**config.mk**
```make
export PLATFORM = sky130hd
export DESIGN_NAME = cpu_clock_mode_select
export DESIGN_NICKNAME = d
export VERILOG_FILES = /design/src/design/cpu_clock_mode_select_pkg.sv /design/src/design/cpu_clock_mode_select.sv
export VERILOG_INCLUDE_DIRS = /design/src /design/src/design
export SDC_FILE = /design/constraint.sdc
export NUM_CORES = 1
export LEC_CHECK = 0
export ABC_AREA = 1
export BUFFER_PORTS_ARGS = -buffer_cell sky130_fd_sc_hd__buf_2
export CAP_MARGIN = 25
export CELL_PAD_IN_SITES_DETAIL_PLACEMENT = 1
export CELL_PAD_IN_SITES_GLOBAL_PLACEMENT = 2
export CORE_MARGIN = 3
export CORE_UTILIZATION = 33
export CTS_CLUSTER_DIAMETER = 80
export DETAILED_ROUTE_END_ITERATION = 6
export PLACE_DENSITY = 0.88
export SETUP_SLACK_MARGIN = 0.2
export SLEW_MARGIN = 20
export SYNTH_ARGS = -nofsm -noshare
export SYNTH_HDL_FRONTEND = slang
export SYNTH_SLANG_ARGS = --single-unit
```
**constraint.sdc**
```tcl
create_clock -name clk -period 3.45 [get_ports clk]
set_input_delay 0.5175 -clock clk [delete_from_list [all_inputs] [get_ports clk]]
set_output_delay 0.5175 -clock clk [all_outputs]
set_load 0.01 [all_outputs]
```
**src/design/cpu_clock_mode_select_consts.svh**
```systemverilog
`ifndef CPU_CLOCK_MODE_SELECT_CONSTS_SVH
`define CPU_CLOCK_MODE_SELECT_CONSTS_SVH

// ****************************************
// Strap codes for the clock mode pins
// ****************************************
`define STRAP_W 3
`define STRAP_X4 3'h7
`define STRAP_X3 3'h6
`define STRAP_X8 3'h5
`define STRAP_X5 3'h4
`define STRAP_DIRECT 3'h3
`define STRAP_X10 3'h2
`define STRAP_PRESCALE 3'h1
`define STRAP_X16 3'h0
`define STRAP_RESET_VALUE 3'h7

// ****************************************
// Multiplier encodings (0 means not multiplied)
// ****************************************
`define MULT_W 5
`define MULT_NONE 5'h00
`define MULT_1 5'h01
`define MULT_3 5'h03
`define MULT_4 5'h04
`define MULT_5 5'h05
`define MULT_8 5'h08
`define MULT_10 5'h0A
`define MULT_16 5'h10

// ****************************************
// Oscillator watchdog
// ****************************************
`define OWD_DISABLE_BIT 4
`define OWD_CNT_W 4
`define OWD_OVERFLOW_COUNT 16
`define OWD_CNT_LAST 4'hF

`endif

```
**src/design/cpu_clock_mode_select_pkg.sv**
```systemverilog
`default_nettype none
`include "cpu_clock_mode_select_consts.svh"

package cpu_clock_mode_select_pkg;

  // Gray codes along PLL -> prescaler -> direct
  typedef enum logic [1:0] {
    MODE_PLL = 2'h0,
    MODE_PRESCALE = 2'h1,
    MODE_DIRECT = 2'h3
  } clk_mode_t;

  typedef struct packed {
    clk_mode_t mode;
    logic [`MULT_W-1:0] mult;
    logic pll_on;
    logic amp_bypass;
    logic failover;
  } clk_status_t;

endpackage : cpu_clock_mode_select_pkg

`default_nettype wire

```
**src/design/cpu_clock_mode_select.sv**
```systemverilog
// Operation
// RQ1: The clock mode is taken from the three strap bits while the device reset is held.
// RQ2: Strap 111 gives x4 (default), 110 x3, 101 x8, 100 x5, 010 x10 and 000 x16 through the PLL.
// RQ3: Strap 001 makes the CPU clock the input clock halved by a 2:1 prescaler.
// RQ4: In prescaler mode each high and each low phase lasts exactly one input clock period.
// RQ5: Strap 011 turns the PLL off, bypasses the oscillator amplifier and uses the crystal pin directly; the code keeps the PLL on with the watchdog enabled.
// RQ6: In direct drive the CPU clock follows the input, so two consecutive phases make one input period.
// RQ7: In prescaler or direct mode with the watchdog enabled the PLL free-runs and clocks the watchdog.
// RQ8: In prescaler or direct mode with the watchdog disabled the PLL is switched off.
// RQ9: Both CPU clock edges are reported so that pipeline and bus actions may use either.
// RQ10: The oscillator watchdog is enabled after reset and disabled by configuration bit 4.
// RQ11: The watchdog counter counts PLL ticks, clears on each input edge, and on 16 counts fails over and flags.
// RQ12: After a failover the CPU clock stays on the PLL until the next device reset.
// RQ13: The strap code is held from the end of reset until the next reset.
`timescale 1ns/1ps
`default_nettype none
`include "cpu_clock_mode_select_consts.svh"

module cpu_clock_mode_select (
  input wire logic clk,
  input wire logic arst_n,
  input wire logic sys_reset_n,
  input wire logic [`STRAP_W-1:0] clock_mode_strap_pins,
  input wire logic crystal_input_pin,
  input wire logic pll_tick,
  input wire logic osc_watchdog_disable,
  output logic cpu_clock_phase,
  output logic cpu_rise,
  output logic cpu_fall,
  output logic owd_irq,
  output var cpu_clock_mode_select_pkg::clk_status_t status
);
  import cpu_clock_mode_select_pkg::*;

  // ****************************************
  // State
  // ****************************************
  logic [`STRAP_W-1:0] clock_mode_strap_bits_reg;
  logic xtal_reg;
  logic [`OWD_CNT_W-1:0] owd_cnt_reg;
  logic failover_reg;
  logic cpu_clk_reg;
  logic cpu_clk_next;
  logic rise_reg;
  logic fall_reg;
  logic irq_reg;
  clk_status_t status_reg;
  clk_status_t status_next;
  clk_mode_t mode;
  logic bypass_mode;
  logic owd_armed;
  logic xtal_edge;
  logic xtal_rise;
  logic owd_overflow;

  // Strap decode to mode and multiplier
  function automatic clk_mode_t strap_mode(input logic [`STRAP_W-1:0] s);
    unique case (s)
      `STRAP_DIRECT: strap_mode = MODE_DIRECT;
      `STRAP_PRESCALE: strap_mode = MODE_PRESCALE;
      default: strap_mode = MODE_PLL;
    endcase
  endfunction : strap_mode

  function automatic logic [`MULT_W-1:0] strap_mult(input logic [`STRAP_W-1:0] s);
    unique case (s)
      `STRAP_X4: strap_mult = `MULT_4;
      `STRAP_X3: strap_mult = `MULT_3;
      `STRAP_X8: strap_mult = `MULT_8;
      `STRAP_X5: strap_mult = `MULT_5;
      `STRAP_DIRECT: strap_mult = `MULT_1;
      `STRAP_X10: strap_mult = `MULT_10;
      `STRAP_PRESCALE: strap_mult = `MULT_NONE;
      `STRAP_X16: strap_mult = `MULT_16;
    endcase
  endfunction : strap_mult

  // ****************************************
  // Strap capture
  // ****************************************
  // Sampled on every rising clk edge while the device reset is low, frozen once it lifts
  always_ff @(posedge clk or negedge arst_n) begin
    if (!arst_n) begin
      clock_mode_strap_bits_reg <= `STRAP_RESET_VALUE;
    end else if (!sys_reset_n) begin
      clock_mode_strap_bits_reg <= clock_mode_strap_pins; // [RQ1] [RQ13]
    end
  end

  // Input clock edge detection; the pin is taken as synchronous
  always_ff @(posedge clk or negedge arst_n) begin
    if (!arst_n) begin
      xtal_reg <= 1'b0;
    end else begin
      xtal_reg <= crystal_input_pin;
    end
  end

  assign mode = strap_mode(clock_mode_strap_bits_reg);
  assign bypass_mode = (mode != MODE_PLL);
  assign owd_armed = bypass_mode && !osc_watchdog_disable && !failover_reg; // [RQ10]
  assign xtal_edge = crystal_input_pin != xtal_reg;
  assign xtal_rise = crystal_input_pin && !xtal_reg;
  assign owd_overflow = owd_armed && pll_tick && !xtal_edge && (owd_cnt_reg == `OWD_CNT_LAST);

  // ****************************************
  // Oscillator watchdog
  // ****************************************
  // Input edge wins over a tick: a live crystal must never be counted out
  always_ff @(posedge clk or negedge arst_n) begin
    if (!arst_n) begin
      owd_cnt_reg <= '0;
    end else if (!owd_armed || xtal_edge || !sys_reset_n) begin
      owd_cnt_reg <= '0; // [RQ11]
    end else if (pll_tick) begin
      owd_cnt_reg <= owd_cnt_reg + 1'b1; // [RQ11]
    end
  end

  // Failover is sticky; only the device reset brings back the input clock
  always_ff @(posedge clk or negedge arst_n) begin
    if (!arst_n) begin
      failover_reg <= 1'b0;
    end else if (!sys_reset_n) begin
      failover_reg <= 1'b0; // [RQ12]
    end else if (owd_overflow) begin
      failover_reg <= 1'b1; // [RQ11] [RQ12]
    end
  end

  always_ff @(posedge clk or negedge arst_n) begin
    if (!arst_n) begin
      irq_reg <= 1'b0;
    end else begin
      irq_reg <= owd_overflow && sys_reset_n; // [RQ11]
    end
  end

  // ****************************************
  // CPU clock generation
  // ****************************************
  always_comb begin
    cpu_clk_next = cpu_clk_reg;
    if (failover_reg) begin
      cpu_clk_next = pll_tick ? !cpu_clk_reg : cpu_clk_reg; // [RQ11]
    end else begin
      unique case (mode)
        MODE_PLL: cpu_clk_next = pll_tick ? !cpu_clk_reg : cpu_clk_reg; // [RQ2]
        MODE_PRESCALE: cpu_clk_next = xtal_rise ? !cpu_clk_reg : cpu_clk_reg; // [RQ3] [RQ4]
        MODE_DIRECT: cpu_clk_next = crystal_input_pin; // [RQ5] [RQ6]
      endcase
    end
  end

  // Edge strobes line up with the clock level they announce
  always_ff @(posedge clk or negedge arst_n) begin
    if (!arst_n) begin
      cpu_clk_reg <= 1'b0;
      rise_reg <= 1'b0;
      fall_reg <= 1'b0;
    end else begin
      cpu_clk_reg <= cpu_clk_next;
      rise_reg <= cpu_clk_next && !cpu_clk_reg; // [RQ9]
      fall_reg <= !cpu_clk_next && cpu_clk_reg; // [RQ9]
    end
  end

  // ****************************************
  // Status
  // ****************************************
  always_comb begin
    status_next.mode = mode;
    status_next.mult = strap_mult(clock_mode_strap_bits_reg); // [RQ2]
    status_next.pll_on = !bypass_mode || failover_reg || !osc_watchdog_disable; // [RQ7] [RQ8]
    status_next.amp_bypass = (mode == MODE_DIRECT); // [RQ5]
    status_next.failover = failover_reg;
  end

  always_ff @(posedge clk or negedge arst_n) begin
    if (!arst_n) begin
      status_reg <= '{mode: MODE_PLL, mult: `MULT_4, pll_on: 1'b1, amp_bypass: 1'b0, failover: 1'b0};
    end else begin
      status_reg <= status_next;
    end
  end

  assign cpu_clock_phase = cpu_clk_reg;
  assign cpu_rise = rise_reg;
  assign cpu_fall = fall_reg;
  assign owd_irq = irq_reg;
  assign status = status_reg;
endmodule : cpu_clock_mode_select

`default_nettype wire

```
# Word level (Yosys, flattened, before mapping)
# Memories as Yosys holds them, arrays and structs flattened. A register that Yosys moved wholly into a read port is not among the register bits.
# Cells that the tools add are included.
op_classes:
  add_sub_neg: 1
  mul: 0
  n_div: 0
  order_cmp: 0
  n_eq_ne: 7
  n_shift: 0
  n_mux: 9
  bitwise_logic: 0
  reduce_logical: 26
op_table:
  columns: ["cell", "n"]
  rows:
  - ["$logic_not 1->1", 10]
  - ["$logic_and 1x1->1", 9]
  - ["$mux 4", 2]
  - ["$mux 1", 5]
  - ["$add 4x1->4 const B", 1]
  - ["$eq 4x4->1 const B", 1]
  - ["$logic_or 1x1->1", 4]
  - ["$pmux 2 s2", 1]
  - ["$reduce_bool 2->1", 2]
  - ["$eq 3x1->1 const B", 1]
  - ["$eq 3x2->1 const B", 1]
  - ["$pmux 1 s3", 1]
  - ["$eq 2x1->1 const B", 1]
  - ["$eq 2x2->1 const B", 1]
  - ["$logic_not 2->1", 1]
  - ["$ne 2x1->1 const B", 1]
  - ["$ne 1x1->1", 1]
word_totals:
  regBits: 18
  latchBits: 0
  ramBits: 0
  rom_bits: 40
  inputBits: 9
  word_cells: 56
  mem_count: 1
mem_list:
  columns: ["memory", "depth", "width", "read_ports", "rd_clocked_by_memory_dff", "wr", "line", "source"]
  rows:
  - ["(name not given)", 8, 5, 1, 1, 0, "cpu_clock_mode_select.sv:66", "unique case (s)"]

# Logic depth before layout (Yosys ltp)
# Gate-level depths: netlist (run 1).
logic_depth:
  depth_word: 10
  ltp_mapped: 8
  ltp_nobuf: 8

# Worst setup path after synthesis (run 1)
# Ideal clock, no wire load.
synth_path:
  path_type: "flip-flop to flip-flop"
  start: "reg clock_mode_strap_bits_reg[1]"
  end: "reg failover_reg"
  arrival_time_ns: 1.180
  required_ns: 3.327
  path_slack_ns: 2.147
  stages_incl_launch_ff: 7
  period_less_slack_ns: 1.303
  path_cell_list: "dfstp_2 > inv_1 > ha_1 > nor2_1 > nor3_2 > nand2_1 > o21ai_1"
synth_via:
  elab_chain_len: 9
  elab_cells_between_ends: 10
synth_rtl:
  columns: ["element", "line", "source"]
  rows:
  - ["start: declaration", "cpu_clock_mode_select.sv:38", "logic [`STRAP_W-1:0] clock_mode_strap_bits_reg;"]
  - ["start signal: assignment", "cpu_clock_mode_select.sv:84", "clock_mode_strap_bits_reg <= `STRAP_RESET_VALUE;"]
  - ["start signal: assignment", "cpu_clock_mode_select.sv:86", "clock_mode_strap_bits_reg <= clock_mode_strap_pins;"]
  - ["$eq 3x1->1 / $eq 3x2->1 (equally long branches)", "cpu_clock_mode_select.sv:58", "unique case (s)"]
  - ["$pmux 2 s2 (*)", "cpu_clock_mode_select.sv:58", null]
  - ["$reduce_bool 2->1 (*)", "cpu_clock_mode_select.sv:100", "assign bypass_mode = (mode != MODE_PLL);"]
  - ["$logic_and 1x1->1 (*) (2 in series)", "cpu_clock_mode_select.sv:101", "assign owd_armed = bypass_mode && !osc_watchdog_disable && !failover_reg;"]
  - ["$logic_and 1x1->1 (*) (3 in series)", "cpu_clock_mode_select.sv:104", "assign owd_overflow = owd_armed && pll_tick && !xtal_edge && (owd_cnt_reg == `OWD_CNT_LAST);"]
  - ["$ne 2x1->1 (no source line) (*)", null, null]
  - ["end signal: assignment", "cpu_clock_mode_select.sv:123", "failover_reg <= 1'b0;"]
  - ["end signal: assignment", "cpu_clock_mode_select.sv:125", "failover_reg <= 1'b0;"]
  - ["end signal: assignment", "cpu_clock_mode_select.sv:127", "failover_reg <= 1'b1;"]
  - ["end: declaration", "cpu_clock_mode_select.sv:41", "logic failover_reg;"]
# Every way passes the cells marked *; elsewhere a longest branch is shown, timed or not.
# A chain may end at the register's enable or synchronous reset.

# Final worst setup path (run 1)
layout_path:
  start: "reg clock_mode_strap_bits_reg[0]"
  end: "reg owd_cnt_reg[1]"
layout_via:
  elab_chain_len: 9
  elab_cells_between_ends: 11
layout_rtl:
  columns: ["element", "line", "source"]
  rows:
  - ["$eq 3x1->1 / $eq 3x2->1 (equally long branches)", "cpu_clock_mode_select.sv:58", null]
  - ["$pmux 2 s2 (*)", "cpu_clock_mode_select.sv:58", null]
  - ["$reduce_bool 2->1 (*)", "cpu_clock_mode_select.sv:100", null]
  - ["$logic_and 1x1->1 (*) (2 in series)", "cpu_clock_mode_select.sv:101", null]
  - ["$logic_not 1->1 (*)", "cpu_clock_mode_select.sv:113", "end else if (!owd_armed || xtal_edge || !sys_reset_n) begin"]
  - ["$logic_or 1x1->1 (*) (2 in series)", "cpu_clock_mode_select.sv:113", null]
  - ["$mux 4 / $reduce_bool 2->1 (equally long branches)", null, null]
  - ["end signal: assignment", "cpu_clock_mode_select.sv:116", "owd_cnt_reg <= owd_cnt_reg + 1'b1;"]
  - ["end: declaration", "cpu_clock_mode_select.sv:40", "logic [`OWD_CNT_W-1:0] owd_cnt_reg;"]
# Marks and branches as above.

==> results of run 1 <==
-- cell families after synthesis --
family                     count (synthesis)  share of synthesized area
buffers and inverters                     15                    0.06275
DFF                                       23                     0.6208
xor gates and xnor gates                   3                    0.02804
and+or+nand+nor                           33                     0.1549
adders and majority gates                  6                    0.08010
AOI/OAI and AO/OA                         10                    0.05341
-- worst max-delay path, cell delays in order (launching register included) --
cell and delay (ns):
dfstp_2 0.57, ha_1 0.20, nor2_1 0.08, nor3_2 0.18, nand2_1 0.20, a21oi_1 0.17
-- path summary, 6_finish.rpt --
check,endpoint,slack (ns),depth (start not counted)
worst max-delay path,owd_cnt_reg[1],1.97,5
worst min register to register,status[0],0.48,0
min in group clk,xtal_reg,0.35,1
worst max register to register,owd_cnt_reg[1],1.97,5
worst min-delay path,status[1],0.16,1
max in group asynchronous,status[2],2.92,1
-- per-stage QoR --
stage	hold slack [ns]	power, mW	worst slack (ns)	area (sq um)
after floorplan	0.2219	0.3899	2.147	937.1
after global placement	0.4549	0.4341	2.024	1071
after detailed placement	0.4589	0.4375	1.984	1071
after CTS	0.1698	0.5598	1.954	1097
after global routing	0.1860	0.5885	1.837	1097
final	0.1569	0.5497	1.969	1097
-- placed cells by master (no fill, tap or decap) --
| master | netlist | final |
|---|---|---|
| a21oi_1 | 6 | 6 |
| buf_2 | 2 | 22 |
| clkbuf_1 | 1 | 1 |
| clkbuf_4 | 0 | 3 |
| dfrtp_1 | 18 | 18 |
| dfstp_2 | 5 | 5 |
| ha_1 | 6 | 6 |
| inv_1 | 10 | 10 |
| inv_2 | 2 | 2 |
| nand2_1 | 14 | 14 |
| nand2_2 | 1 | 1 |
| nand3_1 | 3 | 3 |
| nand4_1 | 1 | 1 |
| nor2_1 | 12 | 12 |
| nor3_2 | 2 | 2 |
| o21ai_0 | 2 | 2 |
| o21ai_1 | 2 | 2 |
| xnor2_1 | 2 | 2 |
| xor2_1 | 1 | 1 |
-- area by class of cell --
cell class	count	area (sq um)
fill	304	1493
sequential	23	581.8
multi-input combinational	52	296.5
timing repair buffer	22	110.1
inverter	12	45.04
tap	30	37.54
clock buffer	4	26.28
-- routing by layer --
metal | GRT usage | up-vias | part of all wire
met1 | 0.1530 | 287 | 0.47
met2 | 0.1747 | 18 | 0.46
met5 | 0 | - | 0
li1 | - | 322 | -
met4 | 0.06796 | 0 | 0.016
met3 | 0.02179 | 2 | 0.054
-- where the power goes --
part / switching [mW] / internal, mW / total, mW / leakage, nW
clock network: 0.0763 / 0.0450 / 0.121 / 0.0150
registers: 0.0175 / 0.302 / 0.320 / 0.291
logic: 0.0644 / 0.0443 / 0.109 / 0.288
==> results_dict.tcl, run 1 <==
set metrics [dict create \
    yosys.area.top_type "dfrtp_1" \
    gr-total-overflow 0 \
    nets 129 \
    layout.cells.non_filler 143 \
    fin_tns_setup_ns 0 \
    syn_nets 105 \
    synth_top_area_share 0.4806 \
    viasPerCell 4.399 \
    hpwlAfterDp_um 1317 \
    syn_area_sq_um 937.1 \
    syn2layout_area_growth_pct 17.09 \
    clockBufferDepth 2 \
    num_rows 18 \
    drive_above_1_share 0.3097 \
    initialDrtViolationCount 10 \
    synth_warnings 0 \
    cp.required_ns 3.68 \
    seq_area_frac_synth 0.6208 \
    hold_path.class "input pin to asynchronous set/reset pin" \
    wl_per_cell_um 11.98 \
    ys_ff_latch 23 \
    power_density_nw_per_um2 501.0 \
    finClkSkew_ns 0.008417 \
    r2r_start "clock_mode_strap_bits_reg[0]" \
    largest_reg_flops 10 \
    fmax_mhz 675.3 \
    cap_viol_max_count 0 \
    die_h_um 59.29 \
    cts_tree "yes" \
    place_congestion 0.6606 \
    hold_viol 0 \
    p_leak_nw 0.5939 \
    h-tree-depth 1 \
    async_reset_ff_frac 1.000 \
    start_util 0.3618 \
    grt_first_pass_wirelength_um 2994 \
    cts_resized 0 \
    rsz0062_at_grt "false" \
    wirelength_um 1713 \
    die_w_um 59.29 \
    drtPass1Iterations 2 \
    synth_cell_types 18 \
    route.detailed.drc 0 \
    worst_pin_slew_ns 0.4980 \
    worstPathMaxFanout 6 \
    status "completed" \
    crit_type "flop to flop" \
    antenna_found_initial 0 \
    synth_edf_count 0 \
    timing.final.crit_period_ns 1.481 \
    path_clk_slew_ns 0.13 \
    slew_viol_final 0 \
    grt_pass1_vias 659 \
    grt_usage 0.1157 \
    core_area_sq_um 2590 \
    yosys_most_used_dff "dfrtp_1" \
    dieArea_sq_um 3515 \
    antenna-diode-count 0 \
    synth_most_common_cell "dfrtp_1" \
    synth_area_leaders "dfrtp_1 48%, dfstp_2 14%, ha_1 8.0%, nand2_1 5.6%, nor2_1 4.8%" \
    num_vias 629 \
    io_pins 23 \
    grt_start_max_net_pins 24 \
    crit_start "clock_mode_strap_bits_reg[0]" \
    ir_drop_uv 315.6 \
    max_slew_margin 0.6680 \
    numPortBuffers 22 \
    cts_root_buf "clkbuf_4" \
    clk-insertion-delay-late_ns 0.30 \
    timing.final.crit_share 0.4292 \
    place_inst 139 \
    syn_inst 90 \
    setup_viol 0 \
    syn_avg_cell_area_sq_um 10.41 \
    cts.sink_count 23 \
    netlist_top_cells_count "18 x dfrtp_1, 14 x nand2_1, 12 x nor2_1" \
    fin_util 0.4237 \
    arrival_ns 1.71 \
    hold_buffers 0 \
    cp-start-kind "flop" \
    cts_buffers 3 \
    cts_setup_buffers 0 \
    worstSetupEndpointType "flop" \
    ant_nets 0 \
]
No activity file was read; power rests on OpenSTA's default activity.
==> run 2, diff against run 1 <==
--- a/config.mk
+++ b/config.mk
@@ -12,10 +12,10 @@
 export CELL_PAD_IN_SITES_DETAIL_PLACEMENT = 1
 export CELL_PAD_IN_SITES_GLOBAL_PLACEMENT = 2
 export CORE_MARGIN = 3
-export CORE_UTILIZATION = 33
+export CORE_UTILIZATION = 28
 export CTS_CLUSTER_DIAMETER = 80
 export DETAILED_ROUTE_END_ITERATION = 6
-export PLACE_DENSITY = 0.88
+export PLACE_DENSITY = 0.81
 export SETUP_SLACK_MARGIN = 0.2
 export SLEW_MARGIN = 20
 export SYNTH_ARGS = -nofsm -noshare
==> constraint.sdc (replaced) <==
create_clock -name clk -period 1.3 [get_ports clk]
set_input_delay 0.195 -clock clk [delete_from_list [all_inputs] [get_ports clk]]
set_output_delay 0.195 -clock clk [all_outputs]
set_load 0.01 [all_outputs]
==> run 2 against run 1 <==
The flow now finishes with violations (setup timing); flip-flop and latch count is the same; routed wire length grew 4.4%; worst setup slack got worse by 2.0 ns; hold slack got worse by 0.11 ns; first-iteration DRC count rose by 120%; sequential share of layout area decreased by 6.7 points; non-clock buffer count up 8; register-to-register slack worse by 2.0 ns; clock skew fell by 0.0035 ns; critical path depth unchanged; clock power grew to 2.6 times the previous value; largest cell class unchanged; largest power group unchanged; highest routed layer unchanged.
==> results_dict.tcl, run 2 (synthesis results as in run 1) <==
set metrics [dict create \
    status "finished, violations left" \
    violations "setup timing" \
    worstSetupEndpointType "flop" \
    seq_power_share 0.532 \
    switchingPower_uw 454.7 \
    fin_tns_setup_ns -0.09851 \
    grt_usage 0.09754 \
    num_rows 20 \
    cp-start-kind "flop" \
    m1WireLength_um 784 \
    start_util 0.2996 \
    grt_first_pass_wirelength_um 2994 \
    cts_tree "yes" \
    worst_pin_slew_ns 0.4853 \
    wl_per_cell_um 10.84 \
    antenna-diode-count 0 \
    cts.sink_count 23 \
    route.detailed.drc 0 \
    grt_start_max_net_pins 24 \
    core_area_sq_um 3128 \
    wirelength_um 1788 \
    hold_path.class "input pin to flop" \
    fin_util 0.4012 \
    timing.final.crit_period_ns 1.332 \
    crit_type "flop to flop" \
    gr-total-overflow 0 \
    cp.required_ns 1.54 \
    ant_nets 0 \
    hpwlAfterDp_um 1371 \
    grt_pass1_vias 676 \
    syn2layout_area_growth_pct 33.91 \
    fmax_mhz 751.0 \
    cts_buffers 3 \
    power.internal_mw 1.111 \
    wl_met3_um 72 \
    top_layer "met4" \
    antenna_found_initial 0 \
    drive_above_1_share 0.4298 \
    largest_reg_flops 10 \
    ir_drop_uv 355.4 \
    numPortBuffers 22 \
    cts_root_buf "clkbuf_4" \
    hold_viol 0 \
    rsz0062_at_grt "true" \
    h-tree-depth 1 \
    io_pins 23 \
    pwr-share-comb 0.269 \
    clk-insertion-delay-late_ns 0.30 \
    drtPass1Iterations 2 \
    worstPathMaxFanout 6 \
    path_clk_slew_ns 0.12 \
    num_vias 676 \
    viasPerCell 4.097 \
    clockBufferDepth 2 \
    routed-wl-met2_um 874 \
    arrival_ns 1.57 \
    finClkSkew_ns 0.004889 \
    die_h_um 63.85 \
    dieArea_sq_um 4077 \
    p_clk_frac 0.200 \
    layout_commonest_cell "buf_2" \
    slew_viol_final 0 \
    power_density_nw_per_um2 1248 \
    final_cell_mix "20 x buf_2, 18 x dfrtp_1, 12 x nand2_1, 11 x nor2_1, 8 x inv_1" \
    p_leak_nw 0.6362 \
    initialDrtViolationCount 22 \
    setup_viol 6 \
    nets 137 \
    cap_viol_max_count 0 \
    max_slew_margin 0.6765 \
    timing.final.crit_share 1.024 \
    place_congestion 0.7673 \
    dpl_cell_area_sq_um 1152 \
    setup_slack_ns -0.03151 \
    netSwitchingFraction 0.2904 \
    final_area_sq_um 1255 \
    die_w_um 63.85 \
]
-- run 2: cell types whose count changed in the layout (fill, tap and decap cells not counted), moves of 2 or more --
cell / before / now
buf_6: 0 / 3
dlygate4sd3_1: 0 / 2
ha_4: 0 / 2
buf_4: 0 / 5
inv_2: 2 / 4
buf_2: 22 / 20
inv_1: 10 / 8
a21oi_2: 0 / 2
nand2_2: 1 / 3
ha_1: 6 / 3
a21oi_1: 6 / 4
nand2_1: 14 / 12
-- run 2: critical path, cell delays in order (launching register included) --
cell and delay (ns):
dfstp_2 0.60, ha_4 0.17, nor2_4 0.05, nor3_4 0.17, nand2_2 0.15, o21ai_1 0.14
-- run 2: area by class of cell --
cell class | count | area [sq um]
clock buffers | 4 | 26.28
fillers | 375 | 1873
inverters | 12 | 45.04
multi-input cells | 52 | 355.3
flip-flops and latches | 23 | 581.8
well taps | 44 | 55.05
repair buffers | 30 | 191.4
-- run 2: power by group through the flow --
stage / registers, mW / clock network, mW / logic, mW
3_3_place_gp: 0.862 / 0 / 0.332
2_1_floorplan: 0.899 / 0 / 0.159
4_1_cts: 0.835 / 0.330 / 0.392
6_report: 0.833 / 0.312 / 0.420
3_5_place_dp: 0.865 / 0 / 0.334
5_1_grt: 0.842 / 0.378 / 0.472
-- run 2: final timing paths --
| kind | slack, ns | cells past startpoint | from | end |
|---|---|---|---|---|
| max reg2reg | -0.03 | 5 | clock_mode_strap_bits_reg[0] | failover_reg |
| min in group asynchronous | 0.37 | 2 | arst_n | cpu_fall |
| min | 0.05 | 2 | osc_watchdog_disable | status[2] |
| min reg2reg | 0.51 | 0 | failover_reg | status[0] |
| max in group asynchronous | 0.57 | 2 | arst_n | clock_mode_strap_bits_reg[0] |
| max | -0.03 | 5 | clock_mode_strap_bits_reg[0] | failover_reg |
-- run 2: metal layers --
layer,up-vias,GRT usage
met1,318,0.1112
li1,337,-
met3,4,0.02285
met4,0,0.07278
met2,17,0.1574
met5,-,0
-- run 2: stage by stage --
step / instances / hold slack (ns) / power (mW) / worst slack (ns)
floorplan: 90 / -0.1006 / 1.058 / 0.03264
global placement: 156 / 0.1844 / 1.193 / -0.02553
detailed placement: 156 / 0.1909 / 1.199 / -0.04520
CTS: 163 / 0.01597 / 1.558 / -0.01783
global route: 165 / 0.02964 / 1.691 / -0.09757
finish: 165 / 0.04998 / 1.566 / -0.03151
-- run 2: repair_timing --
action                                  CTS  global route
hold buffers                              1             1
endpoints found under the setup margin   18            19
endpoints found under the hold margin    18             1
resized for setup                         4             6
pin swaps                                 4             1
buffers inserted                          2             1
